## config.mk

```make
export PLATFORM = sky130hd
export DESIGN_NAME = itp_ctrl
export DESIGN_NICKNAME = d
export VERILOG_FILES = /design/src/itp_pkg.sv /design/src/itp_arbiter.sv /design/src/itp_ctrl.sv
export VERILOG_INCLUDE_DIRS = /design/src
export SDC_FILE = /design/constraint.sdc
export NUM_CORES = 2
export LEC_CHECK = 0
export BUFFER_PORTS_ARGS = -buffer_cell sky130_fd_sc_hd__buf_2
export CAP_MARGIN = 20
export CELL_PAD_IN_SITES_DETAIL_PLACEMENT = 1
export CELL_PAD_IN_SITES_GLOBAL_PLACEMENT = 2
export CORE_UTILIZATION = 38
export DETAILED_ROUTE_END_ITERATION = 12
export PLACE_DENSITY_LB_ADDON = 0.1
export REMOVE_ABC_BUFFERS = 1
export SKIP_CTS_REPAIR_TIMING = 1
export SYNTH_ARGS = -nofsm -noshare
export SYNTH_HDL_FRONTEND = slang
export SYNTH_HIERARCHICAL = 1
export SYNTH_SLANG_ARGS = --single-unit
```

## constraint.sdc

```tcl
create_clock -name mclk -period 148 [get_ports mclk]
set_input_delay 7.4 -clock mclk [delete_from_list [all_inputs] [get_ports mclk]]
set_output_delay 7.4 -clock mclk [all_outputs]
set_load 0.02 [all_outputs]
```

## src/itp_regs.svh

```systemverilog
// Register map, field positions, reset values and fixed vector numbers
// of the interrupt and trap priority controller.
// Assumes a byte-addressed APB slave with one 32-bit word per register.
`ifndef ITP_REGS_SVH
`define ITP_REGS_SVH

// Source counts and widths.
`define ITP_NSRC 72
`define ITP_NFLAGREG 5
`define ITP_NPRIOREG 18
`define ITP_NEXT 5
`define ITP_FIRST_USER_VEC 7'h08

// Word indices; the byte address is four times the index.
`define ITP_IDX_GCTRL1 6'h00
`define ITP_IDX_GCTRL2 6'h01
`define ITP_IDX_FLAG0 6'h02
`define ITP_IDX_ENA0 6'h07
`define ITP_IDX_PRIO0 6'h0C
`define ITP_IDX_PENDVEC 6'h1E
`define ITP_IDX_CPUSTAT 6'h1F
`define ITP_IDX_CORECTL 6'h20

// First global control register fields.
`define ITP_G1_NESTDIS 15
`define ITP_G1_WMASK 16'hFFFE
`define ITP_TRAP_OSC 1
`define ITP_TRAP_ADDR 2
`define ITP_TRAP_STACK 3
`define ITP_TRAP_MATH 4
`define ITP_TRAP_DMA 5
`define ITP_TRAP_LEVEL_TOP 4'hF

// Second global control register fields.
`define ITP_G2_ALTTABLE 15
`define ITP_G2_WMASK 16'h801F

// CPU status and core control fields.
`define ITP_CS_LEVEL_LSB 5
`define ITP_CC_TOPBIT 3
`define ITP_CC_WMASK 16'h18F7
`define ITP_CC_RESET 16'h0020

// Vector tables, word addresses of vector 0.
`define ITP_PRI_TABLE_BASE 24'h000004
`define ITP_ALT_TABLE_BASE 24'h000104

// User source index of each external request pin.
`define ITP_EXT0_SRC 7'd0
`define ITP_EXT1_SRC 7'd20
`define ITP_EXT2_SRC 7'd29
`define ITP_EXT3_SRC 7'd53
`define ITP_EXT4_SRC 7'd54

`endif

```

## src/itp_pkg.sv

```systemverilog
// Types shared by the interrupt and trap priority controller.
// Assumes itp_regs.svh is on the include path.
`include "itp_regs.svh"

package itp_pkg;

   // One 3-bit priority per user source, index equals natural order.
   typedef logic [`ITP_NSRC-1:0][2:0] itp_prio_t;

   // Whole state of the controller, registered as one word.
   typedef struct packed {
      logic [15:0] gctrl1;
      logic [15:0] gctrl2;
      logic [`ITP_NSRC-1:0] flag;
      logic [`ITP_NSRC-1:0] ena;
      itp_prio_t prio;
      logic [6:0] pending_vector_number;
      logic [3:0] pendLevel;
      logic [2:0] cpuLevel;
      logic cpuTop;
      logic [15:0] coreStore;
      logic [`ITP_NEXT-1:0] extPrev;
      logic [31:0] prdata;
      logic pready;
      logic pslverr;
      logic irqReq;
      logic [6:0] irqVector;
      logic [3:0] irqLevel;
      logic [23:0] irqAddr;
   } itp_state_t;

endpackage

```

## src/itp_arbiter.sv

```systemverilog
// Combinational selection of the winning user interrupt source.
// Assumes flags, enables and priorities come straight from registers.
`timescale 1ns/10ps
`include "itp_regs.svh"

module itp_arbiter (
   input wire logic [`ITP_NSRC-1:0] flag,
   input wire logic [`ITP_NSRC-1:0] ena,
   input wire itp_pkg::itp_prio_t prio,
   input wire logic [3:0] cpuLevel,
   output logic winValid,
   output logic [6:0] winIndex,
   output logic [3:0] winLevel
);

   ////////////////////////////////////////////////////////////////////////////
   // Ascending scan with a strict compare, so a tie keeps the lower index.
   always_comb begin
      logic [3:0] best;
      best = cpuLevel;
      winValid = 1'b0;
      winIndex = 7'h00;
      winLevel = 4'h0;
      for (int i = 0; i < `ITP_NSRC; i++) begin
         if (flag[i] && ena[i] && ({1'b0, prio[i]} > best)) begin
            best = {1'b0, prio[i]};
            winValid = 1'b1;
            winIndex = 7'(i);
            winLevel = {1'b0, prio[i]};
         end
      end
   end

endmodule // itp_arbiter

```

## src/itp_ctrl.sv

```systemverilog
// Interrupt and trap priority controller with its APB register file.
// Assumes one clock, peripheral request pulses and pins synchronous to it.
`timescale 1ns/10ps
`include "itp_regs.svh"

module itp_ctrl (
   input wire logic mclk,
   input wire logic rstn,
   input wire logic psel,
   input wire logic penable,
   input wire logic pwrite,
   input wire logic [7:0] paddr,
   input wire logic [31:0] pwdata,
   output logic [31:0] prdata,
   output logic pready,
   output logic pslverr,
   input wire logic [`ITP_NSRC-1:0] srcReq,
   input wire logic [`ITP_NEXT-1:0] extPin,
   input wire logic oscFailReq,
   input wire logic addrErrReq,
   input wire logic stackErrReq,
   input wire logic mathErrReq,
   input wire logic dmaErrReq,
   input wire logic cpuAck,
   input wire logic cpuRestore,
   input wire logic [3:0] restoreLevel,
   output logic irqReq,
   output logic [6:0] irqVector,
   output logic [3:0] irqLevel,
   output logic [23:0] irqAddr
);

   itp_pkg::itp_state_t s_q;
   itp_pkg::itp_state_t s_d;
   logic [3:0] curLevel;
   logic userValid;
   logic [6:0] userIndex;
   logic [3:0] userLevel;
   logic [`ITP_NSRC-1:0] extSet;
   logic [`ITP_NEXT-1:0] extEdge;
   logic [6:0] extSrc [`ITP_NEXT];
   logic [15:0] trapSet;
   logic [5:0] regIdx;
   logic setupPhase;
   logic wrTake;

   ////////////////////////////////////////////////////////////////////////////
   // Current CPU level is the top bit joined above the 3-bit field.
   assign curLevel = {s_q.cpuTop, s_q.cpuLevel};
   assign regIdx = paddr[7:2];
   assign setupPhase = psel && !penable;
   // A write lands only on the access edge where our ready is high.
   assign wrTake = psel && penable && s_q.pready && pwrite;

   // Every output is a straight copy of a state flop.
   assign prdata = s_q.prdata;
   assign pready = s_q.pready;
   assign pslverr = s_q.pslverr;
   assign irqReq = s_q.irqReq;
   assign irqVector = s_q.irqVector;
   assign irqLevel = s_q.irqLevel;
   assign irqAddr = s_q.irqAddr;

   ////////////////////////////////////////////////////////////////////////////
   // User source selection; the level compare also does the CPU-level masking.
   itp_arbiter uArb (
      .flag(s_q.flag),
      .ena(s_q.ena),
      .prio(s_q.prio),
      .cpuLevel(curLevel),
      .winValid(userValid),
      .winIndex(userIndex),
      .winLevel(userLevel)
   );

   ////////////////////////////////////////////////////////////////////////////
   // External pins: per-pin edge polarity from the second global register.
   assign extSrc[0] = `ITP_EXT0_SRC;
   assign extSrc[1] = `ITP_EXT1_SRC;
   assign extSrc[2] = `ITP_EXT2_SRC;
   assign extSrc[3] = `ITP_EXT3_SRC;
   assign extSrc[4] = `ITP_EXT4_SRC;

   genvar gE;
   generate
      for (gE = 0; gE < `ITP_NEXT; gE++) begin : gExt
         // Bit set selects the falling edge, clear selects the rising edge.
         assign extEdge[gE] = s_q.gctrl2[gE] ? (s_q.extPrev[gE] && !extPin[gE])
                                            : (!s_q.extPrev[gE] && extPin[gE]);
      end
   endgenerate

   // Fold the pin edges into the flag-set vector at the source positions given by extSrc.
   always_comb begin
      extSet = srcReq;
      for (int k = 0; k < `ITP_NEXT; k++) begin
         if (extEdge[k]) begin
            extSet[extSrc[k]] = 1'b1;
         end
      end
   end

   ////////////////////////////////////////////////////////////////////////////
   // Trap requests placed at their flag positions in the first global register.
   always_comb begin
      trapSet = 16'h0000;
      trapSet[`ITP_TRAP_OSC] = oscFailReq;
      trapSet[`ITP_TRAP_ADDR] = addrErrReq;
      trapSet[`ITP_TRAP_STACK] = stackErrReq;
      trapSet[`ITP_TRAP_MATH] = mathErrReq;
      trapSet[`ITP_TRAP_DMA] = dmaErrReq;
   end

   ////////////////////////////////////////////////////////////////////////////
   // Register map, one 16-bit register per 32-bit word; upper bits read 0.
   // Word 0 is the first global control register.
   //    Bit 15 is the nesting disable; bits 14 to 1 hold trap flags and controls.
   //    Bit 0 is not implemented and always reads 0.
   // Word 1 is the second global control register.
   //    Bit 15 selects the alternate vector table.
   //    Bits 4 to 0 pick the active edge of each external pin, 1 for falling.
   // Words 2 to 6 hold the request flags, sixteen sources to a word.
   //    Source 0 sits at bit 0 of word 2, and flags 72 to 79 read 0.
   //    A write stores the value, so writing 0 clears and writing 1 sets.
   // Words 7 to 11 hold the enables in the same layout as the flags.
   // Words 12 to 29 hold the priorities, four sources to a word.
   //    Fields sit at bits 2:0, 6:4, 10:8 and 14:12, and the gaps read 0.
   // Word 30 is the pending vector register, which ignores writes.
   //    Bits 6:0 carry the vector number and bits 11:8 its level.
   // Word 31 is the CPU status register.
   //    Bits 7:5 carry the low three bits of the CPU level; the rest read 0.
   // Word 32 is the core control register.
   //    Bit 3 is the top level bit, which software cannot write.
   //    The other bits are plain storage behind a write mask.
   // Every other word answers with a slave error and no data.

   ////////////////////////////////////////////////////////////////////////////
   // Bus timing, with no wait states.
   // At the setup edge, read data, ready and error are registered from the address.
   // At the access edge, ready is seen high, a write lands and the master takes data.
   // The access edge also registers ready and data back to 0.
   // A new setup may follow the access at once, so transfers can run back to back.

   ////////////////////////////////////////////////////////////////////////////
   // Interrupt timing.
   // A request that is high before edge N sets its flag at edge N.
   // The winner is registered on the request outputs at edge N+1.
   // An acknowledge at edge M loads the CPU level from the level shown.
   // The request falls at edge M+1 unless something higher still waits.

   ////////////////////////////////////////////////////////////////////////////
   // Hazards and limits worth knowing before this block is changed.
   // Read data is caught at the setup edge, so a flag set during the access
   // cycle shows up only on the next read.
   // A flag write replaces the whole word, so software must read, modify and
   // write back to clear one flag without losing a fresh one.
   // Hardware sets are applied after a software write in the same cycle,
   // so a request that arrives with the clearing write is kept.
   // A pin edge and a flag write in one cycle also keep the edge.
   // Trap flags stay set until software clears them, so a trap is offered
   // again as soon as the CPU level falls below its level.
   // The top level bit moves only through the acknowledge and restore inputs,
   // which keeps traps beyond the reach of software masking.
   // The external pins are taken as synchronous; a pin from outside the chip
   // needs a synchroniser in front of this block.
   // Traps are ranked by vector number alone, the lowest vector first.
   // The pending vector register holds its last value when nothing waits.
   // The vector address is the table base plus twice the vector number.

   ////////////////////////////////////////////////////////////////////////////
   // Next-state logic: register file, flags, CPU level and the CPU request.
   always_comb begin
      logic [16*`ITP_NFLAGREG-1:0] flagWide;
      logic [16*`ITP_NFLAGREG-1:0] enaWide;
      logic [2:0] trapVec;
      logic trapValid;
      logic [3:0] trapLevel;
      logic candValid;
      logic [6:0] candVec;
      logic [3:0] candLevel;
      logic [23:0] tableBase;
      logic [31:0] rd;
      logic hit;
      flagWide = {{(16*`ITP_NFLAGREG-`ITP_NSRC){1'b0}}, s_q.flag};
      enaWide = {{(16*`ITP_NFLAGREG-`ITP_NSRC){1'b0}}, s_q.ena};
      trapVec = 3'h0;
      trapValid = 1'b0;
      trapLevel = 4'h0;
      candValid = 1'b0;
      candVec = 7'h00;
      candLevel = 4'h0;
      tableBase = `ITP_PRI_TABLE_BASE;
      rd = 32'h0000_0000;
      hit = 1'b1;
      s_d = s_q;
      s_d.extPrev = extPin;

      // Read data is caught in the setup cycle and shown during the access.
      if (regIdx == `ITP_IDX_GCTRL1) begin
         rd[15:0] = s_q.gctrl1;
      end else if (regIdx == `ITP_IDX_GCTRL2) begin
         rd[15:0] = s_q.gctrl2;
      end else if (regIdx >= `ITP_IDX_FLAG0 && regIdx < `ITP_IDX_ENA0) begin
         rd[15:0] = flagWide[(regIdx - `ITP_IDX_FLAG0) * 16 +: 16];
      end else if (regIdx >= `ITP_IDX_ENA0 && regIdx < `ITP_IDX_PRIO0) begin
         rd[15:0] = enaWide[(regIdx - `ITP_IDX_ENA0) * 16 +: 16];
      end else if (regIdx >= `ITP_IDX_PRIO0 && regIdx < `ITP_IDX_PENDVEC) begin
         for (int f = 0; f < 4; f++) begin
            rd[4*f +: 3] = s_q.prio[(regIdx - `ITP_IDX_PRIO0) * 4 + f];
         end
      end else if (regIdx == `ITP_IDX_PENDVEC) begin
         rd[6:0] = s_q.pending_vector_number;
         rd[11:8] = s_q.pendLevel;
      end else if (regIdx == `ITP_IDX_CPUSTAT) begin
         rd[`ITP_CS_LEVEL_LSB +: 3] = s_q.cpuLevel;
      end else if (regIdx == `ITP_IDX_CORECTL) begin
         rd[15:0] = s_q.coreStore;
         rd[`ITP_CC_TOPBIT] = s_q.cpuTop;
      end else begin
         hit = 1'b0;
      end

      // Zero wait states: ready rises for exactly the first access cycle.
      if (setupPhase) begin
         s_d.pready = 1'b1;
         s_d.prdata = pwrite ? 32'h0000_0000 : rd;
         s_d.pslverr = !hit;
      end else begin
         s_d.pready = 1'b0;
         s_d.pslverr = 1'b0;
         s_d.prdata = 32'h0000_0000;
      end

      // Software writes; read-only words drop writes silently, unmapped words with a slave error.
      if (wrTake) begin
         if (regIdx == `ITP_IDX_GCTRL1) begin
            s_d.gctrl1 = pwdata[15:0] & `ITP_G1_WMASK;
         end else if (regIdx == `ITP_IDX_GCTRL2) begin
            s_d.gctrl2 = pwdata[15:0] & `ITP_G2_WMASK;
         end else if (regIdx >= `ITP_IDX_FLAG0 && regIdx < `ITP_IDX_ENA0) begin
            flagWide[(regIdx - `ITP_IDX_FLAG0) * 16 +: 16] = pwdata[15:0];
         end else if (regIdx >= `ITP_IDX_ENA0 && regIdx < `ITP_IDX_PRIO0) begin
            enaWide[(regIdx - `ITP_IDX_ENA0) * 16 +: 16] = pwdata[15:0];
         end else if (regIdx >= `ITP_IDX_PRIO0 && regIdx < `ITP_IDX_PENDVEC) begin
            for (int f = 0; f < 4; f++) begin
               s_d.prio[(regIdx - `ITP_IDX_PRIO0) * 4 + f] = pwdata[4*f +: 3];
            end
         end else if (regIdx == `ITP_IDX_CPUSTAT) begin
            // Nesting disable freezes the field against software only.
            if (!s_q.gctrl1[`ITP_G1_NESTDIS]) begin
               s_d.cpuLevel = pwdata[`ITP_CS_LEVEL_LSB +: 3];
            end
         end else if (regIdx == `ITP_IDX_CORECTL) begin
            // The top level bit is outside the write mask on purpose.
            s_d.coreStore = pwdata[15:0] & `ITP_CC_WMASK;
         end
      end

      // Hardware sets after the software write, so a same-cycle set wins.
      s_d.flag = flagWide[`ITP_NSRC-1:0] | extSet;
      s_d.ena = enaWide[`ITP_NSRC-1:0];
      s_d.gctrl1 = s_d.gctrl1 | trapSet;

      // Traps: the lowest vector wins and every trap level sits above 7.
      for (int v = `ITP_TRAP_DMA; v >= `ITP_TRAP_OSC; v--) begin
         if (s_q.gctrl1[v]) begin
            trapVec = 3'(v);
         end
      end
      trapLevel = `ITP_TRAP_LEVEL_TOP - {1'b0, trapVec};
      trapValid = (trapVec != 3'h0) && (trapLevel > curLevel);

      // Traps outrank every user source, whose levels stop at 7.
      if (trapValid) begin
         candValid = 1'b1;
         candVec = {4'h0, trapVec};
         candLevel = trapLevel;
      end else if (userValid) begin
         candValid = 1'b1;
         candVec = `ITP_FIRST_USER_VEC + userIndex;
         candLevel = userLevel;
      end

      // Pending register tracks the current winner and holds when none.
      if (candValid) begin
         s_d.pending_vector_number = candVec;
         s_d.pendLevel = candLevel;
      end

      // Vector address from the primary or alternate table.
      if (s_q.gctrl2[`ITP_G2_ALTTABLE]) begin
         tableBase = `ITP_ALT_TABLE_BASE;
      end
      s_d.irqReq = candValid;
      s_d.irqVector = candVec;
      s_d.irqLevel = candLevel;
      s_d.irqAddr = tableBase + {16'h0000, candVec, 1'b0};

      // Taking an interrupt raises the CPU level to the one it carried;
      // hardware may also lower the top bit when the CPU returns.
      if (cpuAck && s_q.irqReq) begin
         s_d.cpuTop = s_q.irqLevel[3];
         s_d.cpuLevel = s_q.irqLevel[2:0];
      end else if (cpuRestore) begin
         s_d.cpuTop = restoreLevel[3];
         s_d.cpuLevel = restoreLevel[2:0];
      end
   end

   ////////////////////////////////////////////////////////////////////////////
   // State register; every field clears except the saturate-write default.
   always_ff @(posedge mclk) begin
      if (!rstn) begin
         s_q <= '0;
         s_q.coreStore <= `ITP_CC_RESET;
      end else begin
         s_q <= s_d;
      end
   end

endmodule // itp_ctrl

```

### Word level (Yosys, flattened, before mapping)

Index checks and enable logic that the tools add are counted.

| word-level totals | value |
|---|---|
| register bits after elaboration | 481 |
| bits of input ports | 133 |
| output and inout bits | 70 |
| logic and storage cells | 782 |

| operators by class | value |
|---|---|
| $add $sub $neg | 11 |
| order comparisons | 87 |
| eq/ne operators | 10 |
| shift-type cells | 6 |
| muxes and demuxes | 377 |
| bitwise logic cells | 10 |
| reduce and logical (&&, ||, !) cells | 191 |

Operator list:

| operator | count |
|---|---|
| $bwmux W216 | 4 |
| $mux W4 | 84 |
| $mux W3 | 102 |
| $gt A3 B4 Y1 | 72 |
| $mux W72 | 4 |
| $mux W6 | 32 |
| $logic_and A1 B1 Y1 | 167 |
| $bwmux W80 | 2 |
| $shift A16 B34 Y80 const A | 2 |
| $shiftx A16 B34 Y80 | 2 |
| $shiftx A80 B33 Y16 | 2 |
| $ge A32 B1 Y1 const B | 4 |
| $lt A32 B8 Y1 const B | 4 |
| $mux W16 | 7 |
| $mux W1 | 95 |
| $mux W5 | 18 |
| $mux W7 | 11 |
| $or A72 B72 Y72 | 1 |
| $neg A32 Y34 | 2 |
| $bmux W3 S7 | 3 |
| $demux W3 S7 | 3 |
| $mux W55 | 1 |
| $mux W54 | 1 |
| $add A32 B1 Y32 const B | 1 |
| other kinds (39) | 68 |

### Logic depth before layout (Yosys ltp)

| depth | value |
|---|---|
| depth in word-level cells | 220 |
| depth in mapped cells | 581 |
| mapped depth without buffers | 553 |

### Hierarchy

Netlist, hierarchy kept.

By module, submodules not included:

| module | instances | cells an instance | area an instance (um2) | seq. area each (um2) |
|---|---|---|---|---|
| itp_ctrl | 1 | 2493 | 22542.9 | 8968.6 |
| itp_arbiter | 1 | 2251 | 14571.5 | 0.0 |

### Worst setup path after synthesis

No wires, ideal clock.

| path | value |
|---|---|
| path kind | reg2reg |
| start | reg s_q, in the netlist curLevel[2] |
| end | reg s_q, in the netlist irqAddr[8] |
| library setup time | 0.070 ns |
| data arrival time | 102.241 ns |
| required time | 147.930 ns |
| path slack | 45.689 ns |
| stages on the path, launching flop included | 537 |
| buffers on the path | 29 |
| period minus slack after synthesis | 102.311 ns |
| path through | dfxtp_1 -> inv_1 -> ha_1 -> a311oi_2 -> a21boi_0 -> or2_2 -> ha_1 -> a311oi_2 -> nand2_2 -> o21ai_0 -> ha_1 -> and3_1 -> nor3_1 -> nand2_1 -> o311ai_0 -> nand2_1 -> inv_1 -> ha_1 -> [... 501 more ...] -> o21ai_1 -> mux2_2 -> ha_1 -> inv_1 -> a21o_1 -> a21oi_1 -> a311oi_1 -> and2_1 -> nor2_1 -> nand4_2 -> or4_1 -> clkbuf_1 -> nand2_1 -> mux2i_1 -> ha_1 -> or4b_2 -> or4_1 -> a21oi_1 |

| between the ends | value |
|---|---|
| cells in the longest elaborated chain, start to end | 220 |
| elaborated cells on any way between the ends | 364 |
| classes of those cells | add/sub: 2; order compare: 73; mux: 216; reduce/logical: 73 |

RTL lines:

| element | RTL line | RTL |
|---|---|---|
| from (decl) | itp_ctrl.sv:33 | `itp_pkg::itp_state_t s_q;` |
| $gt A3 B4 Y1 | itp_arbiter.sv:25 | `if (flag[i] && ena[i] && ({1'b0, prio[i]} > best)) begin` |
| $logic_and A1 B1 Y1 | itp_arbiter.sv:25 |  |
| $mux W4 (*) | itp_arbiter.sv:25 |  |
| $gt A3 B4 Y1 | itp_arbiter.sv:25 |  |
| $logic_and A1 B1 Y1 | itp_arbiter.sv:25 |  |
| $mux W4 (*) | itp_arbiter.sv:25 |  |
| $gt A3 B4 Y1 | itp_arbiter.sv:25 |  |
| $logic_and A1 B1 Y1 | itp_arbiter.sv:25 |  |
| [... 205 more ...] | -- |  |
| $gt A3 B4 Y1 | itp_arbiter.sv:25 |  |
| $logic_and A1 B1 Y1 | itp_arbiter.sv:25 |  |
| $mux W7 (*) | itp_arbiter.sv:25 |  |
| net userIndex[6] | itp_ctrl.sv:37 | `logic [6:0] userIndex;` |
| $add A4 B7 Y7 (no source line) (*) | -- |  |
| $mux W7 (*) | itp_ctrl.sv:278 | `end else if (userValid) begin` |
| $mux W7 (*) | itp_ctrl.sv:274 | `if (trapValid) begin` |
| $add A24 B8 Y24 (*) | itp_ctrl.sv:297 | `s_d.irqAddr = tableBase + {16'h0000, candVec, 1'b0};` |

Mark *: on every way through the listed nets, which the timed path passes. The rest lies on a longest branch.
A chain may end at the register's enable or synchronous reset.

### Worst setup path in the final report

Ends and elaborated chain as after synthesis.

==> results by group <==
Finish
  • Layout cells sized above 1: 0.125
  • Layout Nets: 5020
  • Final core utilization: 0.417
  • Final instance area: 40400 um^2
  • Most frequent cells in the layout: 609 x nand2_1, 447 x dfxtp_1, 384 x nor2_1, 382 x a21oi_1, 237 x inv_1
  • Layout overhead on the synthesized area: 8.78%
  • Commonest non-fill, non-tap cell in the layout: nand2_1

STA
  • Max Freq: 0.00831 GHz
  • Hold Fails Final Rpt: 0
  • Slew @ Worst Pin: 1.18 ns
  • Min cycle time layout: 120.30 ns
  • TNS Setup: 0 ns
  • RSZ-0062 raised after global routing: no
  • Slew margin rel.: 0.216
  • Final setup violation count: 0
  • Clock skew: 0.0280 ns
  • Fin. max-slew vios: 0
  • Tcrit/Tclk final: 0.813

Die
  • I/O pin total: 203
  • Die ar.: 98900 um^2
  • FP Rows: 114
  • Die Height: 315 um
  • Initial Util: 0.384
  • Core area: 96700 um^2
  • Die width: 315 um

Setup path
  • Crit path required time: 148.57 ns
  • Critical Path Start: curLevel[2]
  • Crit-path slowest cell: nor3_1
  • Crit path DAT: 120.87 ns
  • Reg2reg path depth: 521
  • Worst-path fanout max: 17
  • Worst r2r src: curLevel[2]
  • Crit-path most repeated cell: ha_1
  • Critical Path Start Type: flop
  • Kind of critical path: flop to flop
  • Slowest stage delay, CP: 0.98 ns
  • Crit. End Element: flop

Hold path
  • Hold WC Path Type: flop to flop
  • Hold Crit Depth: 2
  • Hold wc startpoint: s_q[492]

GRT
  • First-pass GRT wire length: 255 mm
  • Number of global-route vias before repair: 36700
  • Grt ovf: 0
  • Largest net degree at the start of global routing: 127
  • Initial antenna violation count: 9
  • Global-route usage over all layers: 0.345

Clock tree
  • TritonCTS sink count: 448
  • TritonCTS clock tree: built
  • Clk_lat worst skew: 0.65 ns
  • CTS clk-pin slew, worst paths: 0.06 ns
  • CTS Buf Count: 57
  • H-tree Lvls: 2
  • Clk root buf: clkbuf_16
  • Clock buffer depth: 3

Synth
  • Synth area leader: dfxtp_1
  • Synth Area in XOR/XNOR: 0.0119
  • Post-synthesis mux area share: 0.116
  • Post-synthesis async set-or-reset flop share: 0
  • Synth Area in Compound Gates: 0.246
  • Post-synth EDFFs: 0
  • Yosys reg bits: 448
  • Netlist Area Pre-Place: 37100 um^2
  • Cells after Synth: 4744
  • Synth Area per Inst: 7.82 um^2
  • Post-Synth Adder-Cell Area: 0.0677
  • Synth top area share: 0.242
  • Distinct cells, synth: 140
  • Synth Area in Simple Gates: 0.242
  • Synth top area cells: dfxtp_1 24%, ha_1 6.6%, nand2_1 6.2%
  • Largest family of logic cells by synthesized area: compound AO/OA/AOI/OAI gates
  • YS warnings: 6
  • Post-synthesis sequential area ratio: 0.242
  • Ys flop type: dfxtp_1

Place
  • Placed inst area: 38300 um^2
  • Placer Congestion: 0.951
  • Post-DP HPWL: 131 mm
  • Buffers on Ports: 153

Routing
  • WL final: 176 mm
  • Antenna Violating Nets Remaining: 0
  • Via count: 38500
  • Via density: 6.41
  • Avg WL per Cell: 29.3 um
  • 1st-pass router iterations: 5
  • Drt drc: 0
  • Starting DRT DRC Count: 3836

Pwr
  • Internal power: 0.234 mW
  • Switching Fraction: 0.304
  • Flop pwr share: 0.375
  • Logic pwr share: 0.171
  • Clk pwr share: 0.454
  • VDD IR-drop max: 0.00000872 V
  • Leakage: 15.8 nW
  • Net Switching: 0.102 mW
  • Pwr/cell area: 8.32 nW/um^2

Outcome
  • Status: finished clean

Flow run
  • Max_cap viols: 0
[per-stage QoR]
stage	power (mW)	setup WS (ns)	hold WS, ns	std cells
after detailed placement	0.184	29.55	0.446	5905
final	0.336	27.70	0.454	6017
after global routing	0.347	18.54	0.465	6013
after CTS	0.336	28.99	0.454	6010
after floorplan	0.160	43.99	0.432	4410
after global placement	0.183	30.47	0.440	5904
[kinds of logic after synthesis]
kind of cell,after synthesis
simple gates,1822
compound gates,1299
buf+inv,604
flops,448
mux,321
fa+ha+maj,202
xor+xnor,46
other cells,2
[routing by layer]
layer | global-route usage | part of all wire | vias to the layer above
met5 | 0 | 0.00030 | -
met1 | 0.478 | 0.45 | 19400
met4 | 0.136 | 0.043 | 8
met3 | 0.0600 | 0.078 | 289
met2 | 0.528 | 0.43 | 1508
li1 | - | - | 17300
[area by class of cell]
| cell class | instances | area [um^2] |
|---|---|---|
| clock inverters | 24 | 367 |
| fillers | 11800 | 56300 |
| repair buffers | 222 | 1290 |
| multi-input cells | 3722 | 25600 |
| clock buffers | 81 | 1630 |
| flip-flops and latches | 448 | 8970 |
| well taps | 1276 | 1600 |
| diodes | 4 | 10.0 |
| inverters | 240 | 908 |
[power groups by stage]
stage               clock network [mW]  logic [mW]  registers (mW)
floorplan                            0      0.0324           0.127
global placement                     0      0.0549           0.128
detailed placement                   0      0.0558           0.128
CTS                              0.154      0.0561           0.126
global route                     0.160      0.0611           0.126
finish                           0.152      0.0574           0.126
[state kept, by name (all words and copies together), names as in the netlist]
| signal | flops |
|---|---|
| prdata | 16 |
| s_q | 406 |
| irqAddr | 8 |
| irqLevel | 4 |
| pslverr | 1 |
| irqReq | 1 |
| curLevel | 4 |
| pready | 1 |
| irqVector | 7 |
[path summary, 6_finish.rpt]
kind	end	slack, ns
setup / recovery	irqAddr[8]	27.70
hold / removal	s_q[492]	0.45
setup reg to reg	irqAddr[8]	27.70
hold reg to reg	s_q[492]	0.45
[critical path: cells and delay by family, from the launching register on]
| family | cells | cell delay, ns |
|---|---|---|
| flip-flops | 1 | 0.48 |
| buffers and inverters | 57 | 6.55 |
| multiplexers | 31 | 10.03 |
| AND/OR/NAND/NOR | 162 | 34.33 |
| adder cells (fa/ha/maj) | 74 | 21.20 |
| AO/OA/AOI/OAI | 197 | 47.42 |
[cells in the mapped netlist, types with 32 or more instances]
cell	instances
nand2_1	609
dfxtp_1	448
nor2_1	384
a21oi_1	382
inv_1	237
clkbuf_1	198
ha_1	196
mux2i_1	190
o21ai_0	178
nand3_1	169
nor3_1	109
buf_4	90
nand4_1	89
mux4_2	82
nand2b_1	66
a31oi_1	64
and3_1	62
and2_1	55
buf_2	52
a211oi_1	50
mux2_2	45
o21a_1	44
a311oi_1	41
o311a_1	41
nor2b_1	40
o31ai_1	38
o211ai_1	35
a221oi_1	32
Note: power is estimated with default switching activity, not from simulation.
